--- src/core/station_io_pkg.sv ---
// constants, register map and field types for the station io control block
package station_io_pkg;

  // clock and timing
  localparam int unsigned CLK_HZ              = 125_000_000;
  localparam int unsigned SYNTH_BAUD          = 2400;
  localparam int unsigned HALF_BIT_CYCLES     = CLK_HZ / (2 * SYNTH_BAUD);
  localparam int unsigned TXCLK_TIMEOUT_US    = 1000;
  localparam int unsigned TXCLK_TIMEOUT_CYCLES = TXCLK_TIMEOUT_US * (CLK_HZ / 1_000_000);
  localparam int unsigned FSYNC_PULSE_NS      = 1000;
  localparam int unsigned FSYNC_PULSE_CYCLES  = (FSYNC_PULSE_NS * (CLK_HZ / 1_000_000) + 999) / 1000;

  // synthesizer word length
  localparam int unsigned SYNTH_BITS = 24;

  // register byte addresses
  localparam logic [3:0] ADDR_CTRL   = 4'h0;
  localparam logic [3:0] ADDR_STATUS = 4'h4;
  localparam logic [3:0] ADDR_SYNTH  = 4'h8;
  localparam logic [3:0] ADDR_POWER  = 4'hc;

  // control register: bits 11:0 form ctrl_t, bit 12 is the channel role
  localparam int unsigned CTRL_WIDTH   = 12;
  localparam int unsigned CTRL_ROLE_BIT = 12;

  typedef struct packed {
    logic [1:0] slowCode;      // bits 11:10
    logic       combinedKey;   // bit 9
    logic       voterSquelch;  // bit 8
    logic       guardToneOff;  // bit 7
    logic       acqHigh;       // bit 6
    logic       fastMode;      // bit 5
    logic       remoteKey;     // bit 4
    logic       localKey;      // bit 3
    logic       conventional;  // bit 2
    logic       simulcast;     // bit 1
    logic       legacySwitch;  // bit 0
  } ctrl_t;

  localparam ctrl_t CTRL_RESET = '0;

  // status register bit positions
  localparam int unsigned ST_CARRIER     = 0;
  localparam int unsigned ST_LOCKED      = 1;
  localparam int unsigned ST_LOCK_LOST   = 2;
  localparam int unsigned ST_AMP_FAIL    = 3;
  localparam int unsigned ST_FAR_AUDIO   = 4;
  localparam int unsigned ST_WORKING     = 5;
  localparam int unsigned ST_LOAD_BUSY   = 6;
  localparam int unsigned ST_LOAD_OK     = 7;
  localparam int unsigned ST_SIM_BYPASS  = 8;
  localparam int unsigned ST_SIM_ALARM   = 9;
  localparam int unsigned ST_TXCLK_ALARM = 10;
  localparam int unsigned ST_GUARD_MON   = 11;
  localparam int unsigned ST_VOTER_RCV   = 12;
  localparam int unsigned ST_FSYNC_SEEN  = 13;
  localparam int unsigned ST_WIDTH       = 14;

  // synthesizer loader states
  typedef enum logic [1:0] {
    LD_IDLE  = 2'b00,
    LD_HIGH  = 2'b01,
    LD_LOW   = 2'b10,
    LD_CHECK = 2'b11
  } load_state_t;

endpackage

--- src/core/station_io_control.sv ---
// discrete station control, synthesizer loader and register port
//
// Functional notes
// - mode changes only on failure, command, carrier
// - carrier input is active high
// - local key low keys with local audio
// - remote key low keys with remote audio
// - modulation select high means fast data
// - acquisition output picks limiter time constant
// - mute low on fast tx, no carrier, data
// - slow data from two-bit code outputs
// - loader shifts data, station samples falling clock
// - load enable high only during a load
// - lock checks load and reports lock loss
// - amplifier failure input high means failure
// - far audio input low means present
// - frame sync driven as control, input otherwise
// - eight-bit power monitor value readable
// - override inputs used only in simulcast
// - bypass low forces non-simulcast key and data paths, not the clock alarm
// - inhibit low reports simulcast alarm
// - clock alarm high while simulcast clock missing
// - combined key low keys in conventional mode
// - guard tone disable low blocks guard tone
// - voter squelch low, voter receiving low
`timescale 1ns/100ps
module station_io_control #(
  parameter int unsigned HALF_BIT_CYCLES      = station_io_pkg::HALF_BIT_CYCLES,
  parameter int unsigned TXCLK_TIMEOUT_CYCLES = station_io_pkg::TXCLK_TIMEOUT_CYCLES
) (
  input  wire logic       clk_sys,
  input  wire logic       rst_n,
  input  wire logic [3:0] regAddr,
  input  wire logic [31:0] regWdata,
  input  wire logic       regWrite,
  input  wire logic       regRead,
  output logic [31:0]     regRdata,
  input  wire logic       rx_unsquelch,
  input  wire logic       slowDataValid,
  input  wire logic       ctrlChanFail,
  input  wire logic       fastDataIn,
  input  wire logic       fastClkIn,
  input  wire logic       frameSyncReq,
  input  wire logic       synthLocked,
  input  wire logic       amp_failure,
  input  wire logic       far_audio_present_n,
  input  wire logic [7:0] power_monitor_in,
  input  wire logic       override_key_n,
  input  wire logic       override_mod_n,
  input  wire logic       override_slow_n,
  input  wire logic       override_fast_data_n,
  input  wire logic       override_clk_n,
  input  wire logic       simBypass_n,
  input  wire logic       simInhibit_n,
  input  wire logic       guard_monitor_n,
  input  wire logic       voterReceiving_n,
  input  wire logic       frameSyncIn,
  output logic            frameSyncOut,
  output logic            frameSyncOe,
  output logic            local_key_n,
  output logic            remote_key_n,
  output logic            combined_key_n,
  output logic            modSelect,
  output logic            acq_time_const,
  output logic            rx_audio_mute_n,
  output logic            slow_code_bit1,
  output logic            slow_code_bit2,
  output logic            fast_data,
  output logic            fastClk,
  output logic            synthClk,
  output logic            synthData,
  output logic            freq_load_enable,
  output logic            txClkAlarm,
  output logic            guard_tone_disable_n,
  output logic            voterSquelch_n,
  output logic            frameSyncSeen
);

  station_io_pkg::ctrl_t       ctrl_reg;
  logic                        working_reg;
  logic [31:0]                 rdata_reg;
  logic [station_io_pkg::SYNTH_BITS-1:0] shift_reg;
  logic [4:0]                  bitCnt_reg;
  logic [31:0]                 halfCnt_reg;
  station_io_pkg::load_state_t ldState_reg;
  logic                        loadOk_reg;
  logic                        lockLost_reg;
  logic [7:0]                  power_reg;
  logic [31:0]                 clkIdle_reg;
  logic                        clkPrev_reg;
  logic                        carrierPrev_reg;
  logic [7:0]                  fsyncCnt_reg;
  logic                        fsyncPrev_reg;

  logic simActive;
  logic localKeyEff;
  logic fastEff;
  logic halfTick;
  logic wrCtrl;
  logic wrStatus;
  logic wrSynth;
  logic [station_io_pkg::ST_WIDTH-1:0] status;

  assign wrCtrl   = regWrite && (regAddr == station_io_pkg::ADDR_CTRL);
  assign wrStatus = regWrite && (regAddr == station_io_pkg::ADDR_STATUS);
  assign wrSynth  = regWrite && (regAddr == station_io_pkg::ADDR_SYNTH);

  // simulcast overrides only while configured and not bypassed
  assign simActive   = ctrl_reg.simulcast && simBypass_n;
  assign localKeyEff = simActive ? !override_key_n : ctrl_reg.localKey;
  assign fastEff     = simActive ? !override_mod_n : ctrl_reg.fastMode;

  // control register fields; the channel role bit is kept in the next block
  always_ff @(posedge clk_sys or negedge rst_n) begin
    if (!rst_n) begin
      ctrl_reg <= station_io_pkg::CTRL_RESET;
    end else if (wrCtrl) begin
      ctrl_reg <= station_io_pkg::ctrl_t'(regWdata[station_io_pkg::CTRL_WIDTH-1:0]);
    end
  end

  // role moves only on a command, a control channel failure or legacy carrier switching
  always_ff @(posedge clk_sys or negedge rst_n) begin
    if (!rst_n) begin
      working_reg     <= 1'b0;
      carrierPrev_reg <= 1'b0;
    end else begin
      carrierPrev_reg <= rx_unsquelch;
      if (wrCtrl) begin
        working_reg <= regWdata[station_io_pkg::CTRL_ROLE_BIT];
      end else if (ctrlChanFail) begin
        working_reg <= 1'b0;
      end else if (!working_reg && ctrl_reg.legacySwitch && rx_unsquelch && !carrierPrev_reg) begin
        working_reg <= 1'b1;
      end
    end
  end

  // station keying and path outputs
  always_ff @(posedge clk_sys or negedge rst_n) begin
    if (!rst_n) begin
      local_key_n          <= 1'b1;
      remote_key_n         <= 1'b1;
      combined_key_n       <= 1'b1;
      modSelect            <= 1'b0;
      acq_time_const       <= 1'b0;
      rx_audio_mute_n      <= 1'b0;
      slow_code_bit1       <= 1'b0;
      slow_code_bit2       <= 1'b0;
      fast_data            <= 1'b0;
      fastClk              <= 1'b0;
      guard_tone_disable_n <= 1'b1;
      voterSquelch_n       <= 1'b1;
    end else begin
      local_key_n    <= !localKeyEff;
      remote_key_n   <= !ctrl_reg.remoteKey;
      combined_key_n <= !(ctrl_reg.conventional && ctrl_reg.combinedKey);
      modSelect      <= fastEff;
      acq_time_const <= ctrl_reg.acqHigh;
      rx_audio_mute_n <= !((fastEff && (localKeyEff || ctrl_reg.remoteKey))
                           || !rx_unsquelch || !slowDataValid);
      slow_code_bit1 <= simActive ? !override_slow_n : ctrl_reg.slowCode[0];
      slow_code_bit2 <= simActive ? !override_slow_n : ctrl_reg.slowCode[1];
      fast_data      <= simActive ? !override_fast_data_n : fastDataIn;
      fastClk        <= simActive ? !override_clk_n : fastClkIn;
      guard_tone_disable_n <= !ctrl_reg.guardToneOff;
      voterSquelch_n <= !ctrl_reg.voterSquelch;
    end
  end

  // half-bit divider for the synthesizer loader, runs only during a load
  assign halfTick = (halfCnt_reg == HALF_BIT_CYCLES - 1);

  always_ff @(posedge clk_sys or negedge rst_n) begin
    if (!rst_n) begin
      halfCnt_reg <= '0;
    end else if (ldState_reg == station_io_pkg::LD_IDLE || halfTick) begin
      halfCnt_reg <= '0;
    end else begin
      halfCnt_reg <= halfCnt_reg + 32'h1;
    end
  end

  // loader: data set with clock rising, station samples on the falling edge mid-bit
  always_ff @(posedge clk_sys or negedge rst_n) begin
    if (!rst_n) begin
      ldState_reg      <= station_io_pkg::LD_IDLE;
      shift_reg        <= '0;
      bitCnt_reg       <= '0;
      synthClk         <= 1'b0;
      synthData        <= 1'b0;
      freq_load_enable <= 1'b0;
      loadOk_reg       <= 1'b0;
    end else begin
      case (ldState_reg)
        station_io_pkg::LD_IDLE: begin
          if (wrSynth) begin
            shift_reg        <= {regWdata[station_io_pkg::SYNTH_BITS-2:0], 1'b0};
            synthData        <= regWdata[station_io_pkg::SYNTH_BITS-1];
            synthClk         <= 1'b1;
            freq_load_enable <= 1'b1;
            bitCnt_reg       <= 5'(station_io_pkg::SYNTH_BITS - 1);
            loadOk_reg       <= 1'b0;
            ldState_reg      <= station_io_pkg::LD_HIGH;
          end
        end
        station_io_pkg::LD_HIGH: begin
          if (halfTick) begin
            synthClk    <= 1'b0;
            ldState_reg <= station_io_pkg::LD_LOW;
          end
        end
        station_io_pkg::LD_LOW: begin
          if (halfTick) begin
            if (bitCnt_reg == 5'h0) begin
              ldState_reg <= station_io_pkg::LD_CHECK;
            end else begin
              synthData   <= shift_reg[station_io_pkg::SYNTH_BITS-1];
              shift_reg   <= shift_reg << 1;
              synthClk    <= 1'b1;
              bitCnt_reg  <= bitCnt_reg - 5'h1;
              ldState_reg <= station_io_pkg::LD_HIGH;
            end
          end
        end
        station_io_pkg::LD_CHECK: begin
          if (halfTick) begin
            loadOk_reg       <= synthLocked;
            freq_load_enable <= 1'b0;
            synthData        <= 1'b0;
            ldState_reg      <= station_io_pkg::LD_IDLE;
          end
        end
        default: begin
          ldState_reg      <= station_io_pkg::LD_IDLE;
          freq_load_enable <= 1'b0;
        end
      endcase
    end
  end

  // lock loss is sticky; set wins over a software clear
  always_ff @(posedge clk_sys or negedge rst_n) begin
    if (!rst_n) begin
      lockLost_reg <= 1'b0;
    end else if (!synthLocked && ldState_reg == station_io_pkg::LD_IDLE) begin
      lockLost_reg <= 1'b1;
    end else if (wrStatus && regWdata[station_io_pkg::ST_LOCK_LOST]) begin
      lockLost_reg <= 1'b0;
    end
  end

  // missing simulcast transmit clock watchdog
  always_ff @(posedge clk_sys or negedge rst_n) begin
    if (!rst_n) begin
      clkPrev_reg <= 1'b1;
      clkIdle_reg <= '0;
      txClkAlarm  <= 1'b0;
    end else begin
      clkPrev_reg <= override_clk_n;
      if (!ctrl_reg.simulcast || override_clk_n != clkPrev_reg) begin
        clkIdle_reg <= '0;
      end else if (clkIdle_reg < TXCLK_TIMEOUT_CYCLES) begin
        clkIdle_reg <= clkIdle_reg + 32'h1;
      end
      txClkAlarm <= ctrl_reg.simulcast && (clkIdle_reg >= TXCLK_TIMEOUT_CYCLES);
    end
  end

  // frame sync: low pulse driven in control role, watched in working role
  always_ff @(posedge clk_sys or negedge rst_n) begin
    if (!rst_n) begin
      fsyncCnt_reg  <= '0;
      frameSyncOe   <= 1'b0;
      frameSyncOut  <= 1'b0;
      fsyncPrev_reg <= 1'b1;
      frameSyncSeen <= 1'b0;
    end else begin
      frameSyncOut  <= 1'b0;
      fsyncPrev_reg <= frameSyncIn;
      if (working_reg) begin
        fsyncCnt_reg <= '0;
      end else if (frameSyncReq && fsyncCnt_reg == 8'h0) begin
        fsyncCnt_reg <= 8'(station_io_pkg::FSYNC_PULSE_CYCLES);
      end else if (fsyncCnt_reg != 8'h0) begin
        fsyncCnt_reg <= fsyncCnt_reg - 8'h1;
      end
      frameSyncOe   <= !working_reg && (fsyncCnt_reg != 8'h0);
      frameSyncSeen <= working_reg && fsyncPrev_reg && !frameSyncIn;
    end
  end

  // power monitor sample
  always_ff @(posedge clk_sys or negedge rst_n) begin
    if (!rst_n) begin
      power_reg <= '0;
    end else begin
      power_reg <= power_monitor_in;
    end
  end

  always_comb begin
    status = '0;
    status[station_io_pkg::ST_CARRIER]     = rx_unsquelch;
    status[station_io_pkg::ST_LOCKED]      = synthLocked;
    status[station_io_pkg::ST_LOCK_LOST]   = lockLost_reg;
    status[station_io_pkg::ST_AMP_FAIL]    = amp_failure;
    status[station_io_pkg::ST_FAR_AUDIO]   = !far_audio_present_n;
    status[station_io_pkg::ST_WORKING]     = working_reg;
    status[station_io_pkg::ST_LOAD_BUSY]   = freq_load_enable;
    status[station_io_pkg::ST_LOAD_OK]     = loadOk_reg;
    status[station_io_pkg::ST_SIM_BYPASS]  = !simBypass_n;
    status[station_io_pkg::ST_SIM_ALARM]   = !simInhibit_n;
    status[station_io_pkg::ST_TXCLK_ALARM] = txClkAlarm;
    status[station_io_pkg::ST_GUARD_MON]   = !guard_monitor_n;
    status[station_io_pkg::ST_VOTER_RCV]   = !voterReceiving_n;
    status[station_io_pkg::ST_FSYNC_SEEN]  = frameSyncSeen;
  end

  // read data stands for the one cycle after the strobe
  always_ff @(posedge clk_sys or negedge rst_n) begin
    if (!rst_n) begin
      rdata_reg <= '0;
    end else if (regRead) begin
      case (regAddr)
        station_io_pkg::ADDR_CTRL:   rdata_reg <= {19'h0, working_reg, ctrl_reg};
        station_io_pkg::ADDR_STATUS: rdata_reg <= {18'h0, status};
        station_io_pkg::ADDR_SYNTH:  rdata_reg <= {8'h0, shift_reg};
        station_io_pkg::ADDR_POWER:  rdata_reg <= {24'h0, power_reg};
        default:                     rdata_reg <= 32'h0;
      endcase
    end else begin
      rdata_reg <= '0;
    end
  end
  assign regRdata = rdata_reg;

  // checks
  property p_mute_no_carrier;
    @(posedge clk_sys) disable iff (!rst_n) !rx_unsquelch |=> !rx_audio_mute_n;
  endproperty
  a_mute_no_carrier: assert property (p_mute_no_carrier) else $error("mute not asserted without carrier");

  property p_local_key;
    @(posedge clk_sys) disable iff (!rst_n) (!simActive && ctrl_reg.localKey) |=> !local_key_n;
  endproperty
  a_local_key: assert property (p_local_key) else $error("local key not driven low");

  property p_override_only_sim;
    @(posedge clk_sys) disable iff (!rst_n) !ctrl_reg.simulcast |=> (local_key_n == !$past(ctrl_reg.localKey));
  endproperty
  a_override_only_sim: assert property (p_override_only_sim) else $error("override used outside simulcast");

  property p_bypass;
    @(posedge clk_sys) disable iff (!rst_n) (!simBypass_n && !ctrl_reg.fastMode) |=> !modSelect;
  endproperty
  a_bypass: assert property (p_bypass) else $error("bypass did not cancel override");

  property p_load_start;
    @(posedge clk_sys) disable iff (!rst_n)
      (wrSynth && ldState_reg == station_io_pkg::LD_IDLE) |=> freq_load_enable && synthClk;
  endproperty
  a_load_start: assert property (p_load_start) else $error("load did not start");

  property p_clock_only_in_load;
    @(posedge clk_sys) disable iff (!rst_n) $changed(synthClk) |-> freq_load_enable || $past(freq_load_enable);
  endproperty
  a_clock_only_in_load: assert property (p_clock_only_in_load) else $error("clock moved outside load");

  property p_fsync_working;
    @(posedge clk_sys) disable iff (!rst_n) working_reg |=> !frameSyncOe;
  endproperty
  a_fsync_working: assert property (p_fsync_working) else $error("frame sync driven in working role");

  property p_fsync_pulse;
    @(posedge clk_sys) disable iff (!rst_n)
      (frameSyncReq && !working_reg && fsyncCnt_reg == 8'h0 && !wrCtrl && !ctrl_reg.legacySwitch) |=> ##1 frameSyncOe;
  endproperty
  a_fsync_pulse: assert property (p_fsync_pulse) else $error("frame sync pulse missing");

  property p_lock_lost;
    @(posedge clk_sys) disable iff (!rst_n)
      (!synthLocked && ldState_reg == station_io_pkg::LD_IDLE) |=> lockLost_reg;
  endproperty
  a_lock_lost: assert property (p_lock_lost) else $error("lock loss not reported");

  property p_clk_alarm_off;
    @(posedge clk_sys) disable iff (!rst_n) !ctrl_reg.simulcast |=> !txClkAlarm;
  endproperty
  a_clk_alarm_off: assert property (p_clk_alarm_off) else $error("clock alarm outside simulcast");

  property p_combined_key;
    @(posedge clk_sys) disable iff (!rst_n) !ctrl_reg.conventional |=> combined_key_n;
  endproperty
  a_combined_key: assert property (p_combined_key) else $error("combined key outside conventional");

endmodule // station_io_control

--- config.mk ---
export PLATFORM = sky130hd
export DESIGN_NAME = station_io_control
export DESIGN_NICKNAME = d
export VERILOG_FILES = /design/src/core/station_io_pkg.sv /design/src/core/station_io_control.sv
export SDC_FILE = /design/constraint.sdc
export NUM_CORES = 1
export LEC_CHECK = 0
export BUFFER_PORTS_ARGS = -buffer_cell sky130_fd_sc_hd__buf_2
export CAP_MARGIN = 0
export CORE_MARGIN = 10
export CORE_UTILIZATION = 53
export DETAILED_ROUTE_END_ITERATION = 10
export GPL_TIMING_DRIVEN = 0
export PLACE_DENSITY = 0.79
export SLEW_MARGIN = 15
export SYNTH_ARGS = -nofsm -noshare
export SYNTH_HDL_FRONTEND = slang
export SYNTH_SLANG_ARGS = --single-unit
--- constraint.sdc ---
create_clock -name clk_sys -period 5.7 [get_ports clk_sys]
set_input_delay 1.71 -clock clk_sys [delete_from_list [all_inputs] [get_ports clk_sys]]
set_output_delay 1.71 -clock clk_sys [all_outputs]
set_load 0.02 [all_outputs]
### Word level (Yosys, flattened, before mapping)

Index checks and enable logic that the tools add are counted.

| word-level totals | value |
|---|---|
| register bits after elaboration | 179 |
| bits in latches | 0 |
| RAM bits | 0 |
| memory bits (read-only) | 0 |
| input port bits | 67 |
| output and inout port bits | 51 |
| logic and storage cells | 170 |
| memories | 0 |

| operators by class | value |
|---|---|
| add/sub/neg operators | 4 |
| multipliers | 0 |
| divide/modulo/power cells | 0 |
| $lt $le $gt $ge | 2 |
| equality and inequality tests | 13 |
| shift operators | 0 |
| multiplexer cells | 46 |
| bitwise gates (word level) | 0 |
| reductions and logical operators | 62 |

Operator list:

| operator | count |
|---|---|
| 2-to-1 mux 32 bit | 4 |
| case mux 24 bit (4 select lines) | 1 |
| 2-to-1 mux 24 bit | 3 |
| adder 32 x 1 -> 32 bit (second input constant) | 2 |
| case mux 24 bit (2 select lines) | 1 |
| equality test 32 x 15 -> 1 bit (second input constant) | 1 |
| >= comparator 32 x 17 -> 1 bit (second input constant) | 1 |
| less-than comparator 32 x 17 -> 1 bit (second input constant) | 1 |
| 2-to-1 mux 8 bit | 3 |
| zero test 1 bit | 23 |
| 2-to-1 mux 1 bit | 20 |
| logical AND 1 bit | 16 |
| 2-to-1 mux 5 bit | 3 |
| nonzero test 3 bit | 4 |
| 2-to-1 mux 2 bit | 5 |
| != test 2 bit (second input constant) | 5 |
| case mux 5 bit (2 select lines) | 1 |
| AND reduction 5 bit | 2 |
| equality test 4 bit (second input constant) | 2 |
| zero test 8 bit | 1 |
| case mux 2 bit (4 select lines) | 1 |
| AND reduction 4 bit | 2 |
| nonzero test 2 bit | 4 |
| nonzero test 8 bit | 1 |
| other kinds (13) | 20 |

### Longest topological paths before layout

Gate-level depths: netlist (run 1).

| depth | value |
|---|---|
| word-level depth | 7 |
| gate-level depth with buffers | 8 |
| depth with buffers taken out | 7 |

### Worst setup path after synthesis (run 1)

Ideal clock, no wire load.

| path | value |
|---|---|
| path type | input -> register |
| from | input regAddr[1] |
| to | register shift_reg[10] (netlist bit) |
| setup time | 125 ps |
| arrival time | 3427 ps |
| data required time | 5575 ps |
| setup slack | 2148 ps |
| cell stages on the path | 5 |
| buffers on the path | 1 |
| cell sequence | or4b_2 -> nor3_1 -> a21o_1 -> buf_4 -> mux2_2 |

| on the way | value |
|---|---|
| longest elaborated chain between the ends | 4 |

Ends and longest elaborated chain:

| item | RTL line | text |
|---|---|---|
| start, declared | station_io_control.sv:33 | `input wire logic [3:0] regAddr,` |
| equality test 4 bit | station_io_control.sv:106 | `assign wrSynth = regWrite && (regAddr == station_io_pkg::ADDR_SYNTH);` |
| logical AND 1 bit | station_io_control.sv:106 |  |
| != test 2 bit (no source line) | - |  |
| AND reduction 4 bit (no source line) | - |  |
| end signal, assigned | station_io_control.sv:198 | `shift_reg <= {regWdata[station_io_pkg::SYNTH_BITS-2:0], 1'b0};` |
| end signal, assigned | station_io_control.sv:219 | `shift_reg <= shift_reg << 1;` |
| end, declared | station_io_control.sv:82 | `logic [station_io_pkg::SYNTH_BITS-1:0] shift_reg;` |

Every way passes these cells.
A chain may end at the register's enable or synchronous reset.

### Worst setup path after layout (run 1)

| path | value |
|---|---|
| from | input regAddr[1] |
| to | register shift_reg[3] (netlist bit) |

Same word-level chain as after synthesis.

==> results of run 1 <==
path summary, 6_finish.rpt:
path                            startpoint               to  slack, ns  depth (start not counted)
setup / recovery                regAddr[1]     shift_reg[3]       2.09                          6
hold / removal                 ctrl_reg[6]   acq_time_const       0.41                          0
setup reg to reg           halfCnt_reg[23]     shift_reg[3]       3.05                          6
hold reg to reg                ctrl_reg[6]   acq_time_const       0.41                          0
max in group asynchronous            rst_n  halfCnt_reg[26]       3.61                          2
min in group asynchronous            rst_n  fsyncCnt_reg[4]       1.21                          1
cells by family (layout without fill, tap and decap cells):
| kind of cell | after synthesis | count (layout) |
|---|---|---|
| AOI/OAI and AO/OA | 94 | 94 |
| xor gates and xnor gates | 36 | 36 |
| adders and majority gates | 7 | 7 |
| buffers and inverters | 65 | 198 |
| DFF | 170 | 170 |
| muxes | 60 | 60 |
| other | 1 | 10 |
| and+or+nand+nor | 276 | 276 |
metal layers:
metal,routed length [µm],up-vias,track usage,part of all wire
met2,9210,207,0.3160,0.50
met3,1378,26,0.05542,0.074
met1,7706,2966,0.2334,0.41
met5,0,-,0,0
met4,301,0,0.05924,0.016
li1,-,2801,-,-
worst register-to-register path: stages (launching register included):
cell     delay [ns]
dfrtp_1        0.46
nor4_1         0.35
nand4_1        0.20
nor4_2         0.61
a21o_1         0.30
buf_4          0.25
mux2_2         0.36
cell usage after synthesis (3+ instances only):
master	count	area share
a211oi_1	4	0.0039
a21oi_1	29	0.019
a222oi_1	9	0.012
a22oi_1	9	0.0088
a31oi_1	3	0.0024
and2_1	7	0.0057
and3_1	36	0.029
buf_4	11	0.011
clkbuf_1	27	0.013
dfrtp_1	163	0.53
dfstp_2	7	0.024
ha_1	7	0.011
inv_1	24	0.012
mux2_2	56	0.082
mux2i_1	4	0.0052
nand2_1	45	0.022
nand2b_1	3	0.0024
nand3_1	24	0.016
nand4_1	19	0.015
nor2_1	71	0.035
nor3_1	16	0.010
nor3b_1	4	0.0039
nor4_1	19	0.015
nor4b_1	4	0.0045
o21ai_0	12	0.0078
o31ai_1	8	0.0078
or3_1	7	0.0057
or4_1	7	0.0068
xnor2_1	14	0.016
xor2_1	22	0.025
layout make-up:
cell class,count,area share
well taps,184,0.02522
multi-input cells,482,0.3512
flip-flops and latches,170,0.4669
inverters,24,0.009867
clock buffers,21,0.05153
diodes,1,0.0002741
plain buffers,41,0.02152
repair buffers,101,0.05893
clock inverters,11,0.01453
power by group through the flow:
stage                     logic [mW]  clock network [mW]  registers, mW
after floorplan                0.276                   0           1.49
after global placement         0.431                   0           1.48
after detailed placement       0.450                   0           1.49
after CTS                      0.454                1.19           1.47
after global routing           0.505                1.24           1.49
final                          0.449                1.17           1.47
placed cells by master, fill, tap and decap left out, types with 3 or more instances in the layout:
cell	Yosys	final
a22oi_1	9	9
nand2b_1	3	3
nor2_1	71	71
a21oi_1	29	29
o21ai_0	12	12
nor4_1	19	18
dfrtp_1	163	163
dfstp_2	7	7
o31ai_1	8	8
a222oi_1	9	9
mux2i_1	4	4
inv_6	0	3
clkbuf_1	27	28
buf_2	1	100
xnor2_1	14	14
a31oi_1	3	3
nand4_1	19	19
nor3b_1	4	4
nor4b_1	4	4
a211oi_1	4	4
or3_1	7	7
conb_1	1	9
and2_1	7	7
xor2_1	22	22
ha_1	7	7
clkbuf_16	0	17
and3_1	36	36
buf_4	11	11
nand3_1	24	24
clkinvlp_4	0	4
inv_1	24	24
or4_1	7	7
clkbuf_8	0	3
nand2_1	45	45
nor3_1	16	16
mux2_2	56	56
==> impl_metrics.env, run 1 <==
export IMPL_fin_setup_tns_ns=0
export IMPL_drt_iter0_drc=415
export IMPL_dieArea_mm2=0.01979
export IMPL_synthSimpleGateAreaFrac=0.1865
export IMPL_hp_class="flip-flop to flip-flop"
export IMPL_drc=0
export IMPL_utilization=0.6330
export IMPL_clock_latency_ns=0.42
export IMPL_synthAdderAreaFrac=0.01135
export IMPL_tightestPinTransition_ns=1.146
export IMPL_start_util=0.5352
export IMPL_drv_slew=0
export IMPL_total_power_mw=3.083
export IMPL_core_area_mm2=0.01442
export IMPL_combPwrFrac=0.145
export IMPL_antenna_found_initial=2
export IMPL_cp_cell_sequence="buf_2, or4b_2, nor3_1, a21o_1, buf_4, mux2_2"
export IMPL_overflow=0
export IMPL_clkPwrFrac=0.378
export IMPL_synth_seq_area_share=0.5522
export IMPL_cts_buffer_depth=2
export IMPL_peakVddDrop_v=0.0002429
export IMPL_finish_net_count=911
export IMPL_vias=6000
export IMPL_placed_area_mm2=0.008518
export IMPL_fillers=1113
export IMPL_gp_congestion=0.9184
export IMPL_syn_area_mm2=0.007720
export IMPL_yosys_warnings=0
export IMPL_rsz0062_at_grt="no"
export IMPL_dp_hpwl_mm=13.34
export IMPL_ys_ff_latch=170
export IMPL_cpLargestDelayFamily="simple AND/OR/NAND/NOR gates"
export IMPL_io_pin_count=118
export IMPL_endpoint_kind="flip-flop"
export IMPL_internal_power_mw=2.237
export IMPL_grt_usage=0.1901
export IMPL_synth_edff_count=0
export IMPL_pre_cts_ws_ns=1.687
export IMPL_post_drt_via_cell_ratio=5.797
export IMPL_ys_async_sr_fraction=1.000
export IMPL_slowest_stage="or4b_2"
export IMPL_io_buffer_count=100
export IMPL_max_cap_violations=0
export IMPL_setup_viol=0
export IMPL_synth_ff_type="dfrtp_1"
export IMPL_synth_xor_area_frac=0.04084
export IMPL_slowest_delay_ns=0.70
export IMPL_startpoint_type="primary input"
export IMPL_cts_root_buf="clkbuf_16"
export IMPL_post_cts_resized=0
export IMPL_grt_pass1_vias=6044
export IMPL_final_seq_area_mm2=0.004263
export IMPL_cp_num_buf_inv=2
export IMPL_arrival_ns=3.91
export IMPL_power_static_leakage_nw=4.265
export IMPL_drtPass1Iterations=7
export IMPL_seqPwrFrac=0.477
export IMPL_die_y_um=140.7
export IMPL_synth_avg_cell_area_um2=10.89
export IMPL_clkSinkCount=170
export IMPL_layout_drive_gt1_share=0.2541
export IMPL_hold_violations=0
export IMPL_wl_per_cell_um=17.97
export IMPL_p_per_area_mw_per_mm2=337.7
export IMPL_fin_crit_ns=3.608
export IMPL_finalClockSkew_ns=0.007860
export IMPL_place_inst=1002
export IMPL_hold_slack_ns=0.4091
export IMPL_cp_required_ns=6.00
export IMPL_multi_input_area_mm2=0.003207
export IMPL_synth_mux_area_frac=0.08687
export IMPL_synthToLayoutAreaGrowth_pct=18.27
export IMPL_die_x_um=140.7
export IMPL_finalCritPeriodShare=0.6331
export IMPL_grt_pass1_wl_mm=30.77
export IMPL_cts_hold_buf=0
export IMPL_cts_clk_slew_worst_paths_ns=0.06
export IMPL_switchingPower_mw=0.8458
export IMPL_max_freq_mhz=277.1
export IMPL_instances_no_fill=1035
export IMPL_synth_top_family_by_area="simple AND/OR/NAND/NOR gates"
export IMPL_num_rows=44
export IMPL_wl_mm=18.60
export IMPL_htreeDepth=4
export IMPL_path_max_fanout=10
export IMPL_worst_slack_ns=2.092
export IMPL_post_cts_buffers=0
export IMPL_final_cell_area_mm2=0.009130
export IMPL_swShare=0.2743
export IMPL_syn_inst=709
export IMPL_cts_tree="yes"
export IMPL_grt_max_degree=110
export IMPL_crit_type="primary input to flip-flop"
export IMPL_yosysUniqueCellTypes=59
export IMPL_antenna_left=0
export IMPL_status="completed"
export IMPL_numCtsBuffers=17
export IMPL_relSlewSlack=0.2286
export IMPL_synth_compound_area_frac=0.08460
Note: power is estimated with default switching activity, not from simulation.
==> run 2: changes to the inputs <==
--- a/config.mk
+++ b/config.mk
@@ -8,10 +8,10 @@
 export BUFFER_PORTS_ARGS = -buffer_cell sky130_fd_sc_hd__buf_2
 export CAP_MARGIN = 0
 export CORE_MARGIN = 10
-export CORE_UTILIZATION = 53
+export CORE_UTILIZATION = 51
 export DETAILED_ROUTE_END_ITERATION = 10
 export GPL_TIMING_DRIVEN = 0
-export PLACE_DENSITY = 0.79
+export PLACE_DENSITY = 0.8
 export SLEW_MARGIN = 15
 export SYNTH_ARGS = -nofsm -noshare
 export SYNTH_HDL_FRONTEND = slang
==> constraint.sdc (replaced) <==
create_clock -name clk_sys -period 3 [get_ports clk_sys]
set_input_delay 0.9 -clock clk_sys [delete_from_list [all_inputs] [get_ports clk_sys]]
set_output_delay 0.9 -clock clk_sys [all_outputs]
set_load 0.02 [all_outputs]
==> impl_metrics.env, run 2 (same netlist as run 1, synthesis figures left out) <==
export IMPL_htreeDepth=4
export IMPL_n_antenna_cell=0
export IMPL_post_drt_via_cell_ratio=5.731
export IMPL_post_cts_buffers=0
export IMPL_tightestPinTransition_ns=1.073
export IMPL_cts_tree="yes"
export IMPL_crit_start="regAddr[1]"
export IMPL_reg2regPathDepth=7
export IMPL_slowest_stage="or4b_2"
export IMPL_relSlewSlack=0.2780
export IMPL_overflow=0
export IMPL_instances_no_fill=1034
export IMPL_endpoint="shift_reg[3]"
export IMPL_finalClockSkew_ns=0.009491
export IMPL_die_y_um=143.0
export IMPL_antenna_found_initial=1
export IMPL_power_static_leakage_nw=4.229
export IMPL_finish_net_count=911
export IMPL_core_area_mm2=0.01470
export IMPL_drt_iter0_drc=517
export IMPL_cts_buffer_depth=2
export IMPL_dr_max_layer_used="met5"
export IMPL_clock_latency_ns=0.43
export IMPL_p_per_area_mw_per_mm2=623.8
export IMPL_utilization=0.6159
export IMPL_cp_required_ns=3.31
export IMPL_wl_per_cell_um=17.88
export IMPL_place_inst=1002
export IMPL_max_freq_mhz=367.1
export IMPL_hp_class="primary input to asynchronous set/reset pin"
export IMPL_worst_slack_ns=0.2760
export IMPL_grt_pass1_vias=5944
export IMPL_arrival_ns=3.03
export IMPL_num_rows=44
export IMPL_vias=5926
export IMPL_r2r_slack_ns=0.40
export IMPL_post_cts_resized=0
export IMPL_hold_violations=0
export IMPL_gp_congestion=0.8507
export IMPL_path_max_fanout=10
export IMPL_layout_cells_most_common_list="163 x dfrtp_1, 100 x buf_2, 71 x nor2_1, 56 x mux2_2, 45 x nand2_1"
export IMPL_drc=0
export IMPL_r2r_start="halfCnt_reg[16]"
export IMPL_placed_area_mm2=0.008518
export IMPL_startpoint_type="primary input"
export IMPL_antenna_left=0
export IMPL_clkSinkCount=170
export IMPL_grt_max_degree=110
export IMPL_grt_usage=0.1810
export IMPL_status="completed"
export IMPL_drv_slew=0
export IMPL_reg2reg_to="shift_reg[3]"
export IMPL_cp_cell_sequence="buf_2, or4b_2, nor3_1, a21o_1, buf_4, mux2_2"
export IMPL_crit_type="primary input to flip-flop"
export IMPL_peakVddDrop_v=0.0004192
export IMPL_drtPass1Iterations=5
export IMPL_cts_clk_slew_worst_paths_ns=0.07
export IMPL_endpoint_kind="flip-flop"
export IMPL_cts_hold_buf=0
export IMPL_wl_mm=18.49
export IMPL_fin_crit_ns=2.724
export IMPL_max_cap_violations=0
export IMPL_synthToLayoutAreaGrowth_pct=17.28
export IMPL_pre_cts_ws_ns=-0.1453
export IMPL_setup_viol=0
export IMPL_met2_length_mm=8.828
export IMPL_final_common_cell="dfrtp_1"
export IMPL_io_buffer_count=100
export IMPL_wl_met3_mm=1.169
export IMPL_dieArea_mm2=0.02046
export IMPL_die_x_um=143.0
export IMPL_start_util=0.5252
export IMPL_finalCritPeriodShare=0.9080
export IMPL_dp_hpwl_mm=13.20
export IMPL_grt_pass1_wl_mm=29.77
export IMPL_route_layer_met1_wl_mm=7.968
export IMPL_numCtsBuffers=17
export IMPL_layout_drive_gt1_share=0.2506
export IMPL_io_pin_count=118
export IMPL_final_cell_area_mm2=0.009054
export IMPL_cts_root_buf="clkbuf_16"
export IMPL_slowest_delay_ns=0.68
export IMPL_rsz0062_at_grt="no"
-- run 2: changes by cell type in the layout (fill, tap and decap cells not counted), moves of 2 or more --
cell / before / now
clkinv_4: 0 / 3
bufinv_16: 2 / 0
clkbuf_8: 3 / 0
clkbuf_1: 28 / 31
-- run 2: how the worst min path moves through the flow --
| stage | from | end | cells after the start | slack (ns) |
|---|---|---|---|---|
| floorplan | ctrl_reg[6] | acq_time_const | 0 | 0.37 |
| global placement | ctrl_reg[6] | acq_time_const | 0 | 0.39 |
| detailed placement | ctrl_reg[6] | acq_time_const | 0 | 0.39 |
| CTS | rst_n | fsyncCnt_reg[2] | 1 | 0.40 |
| global route | rst_n | clkIdle_reg[28] | 1 | 0.43 |
| finish | rst_n | fsyncCnt_reg[2] | 1 | 0.39 |
-- run 2: per-stage QoR --
stage	setup TNS (ns)	power [mW]	hold slack (ns)
floorplan	0	3.352	0.3695
detailed placement	-2.854	3.687	0.3871
global placement	-251.15	3.629	0.3869
finish	0	5.648	0.3915
global route	0	5.912	0.4316
CTS	0	5.695	0.4041
-- run 2: where the power goes --
part | leakage [nW] | switching (mW) | internal (mW) | total [mW]
Combinational | 1.77 | 0.489 | 0.371 | 0.860
Clock | 0.249 | 0.930 | 1.07 | 2.00
Sequential | 2.21 | 0.212 | 2.58 | 2.79
-- run 2: layer usage --
layer	up-vias	GRT usage
met4	2	0.07763
met5	-	0
met3	43	0.04677
li1	2790	-
met2	185	0.2925
met1	2906	0.2252
-- run 2: final cells by class --
cell class,instances,area [µm²]
plain buffers,41,196.4
clock inverters,11,88.84
well taps,184,230.2
fillers,1186,5645
flip-flops and latches,170,4263
clock buffers,21,440.4
repair buffers,101,538.0
inverters,24,90.09
multi-input cells,482,3207
-- run 2: worst max-delay path, delay by kind of cell --
family | cells | cell delay (ns)
and+or+nand+nor | 2 | 1.16
buffers and inverters | 2 | 0.36
muxes | 1 | 0.35
AOI/OAI and AO/OA | 1 | 0.25
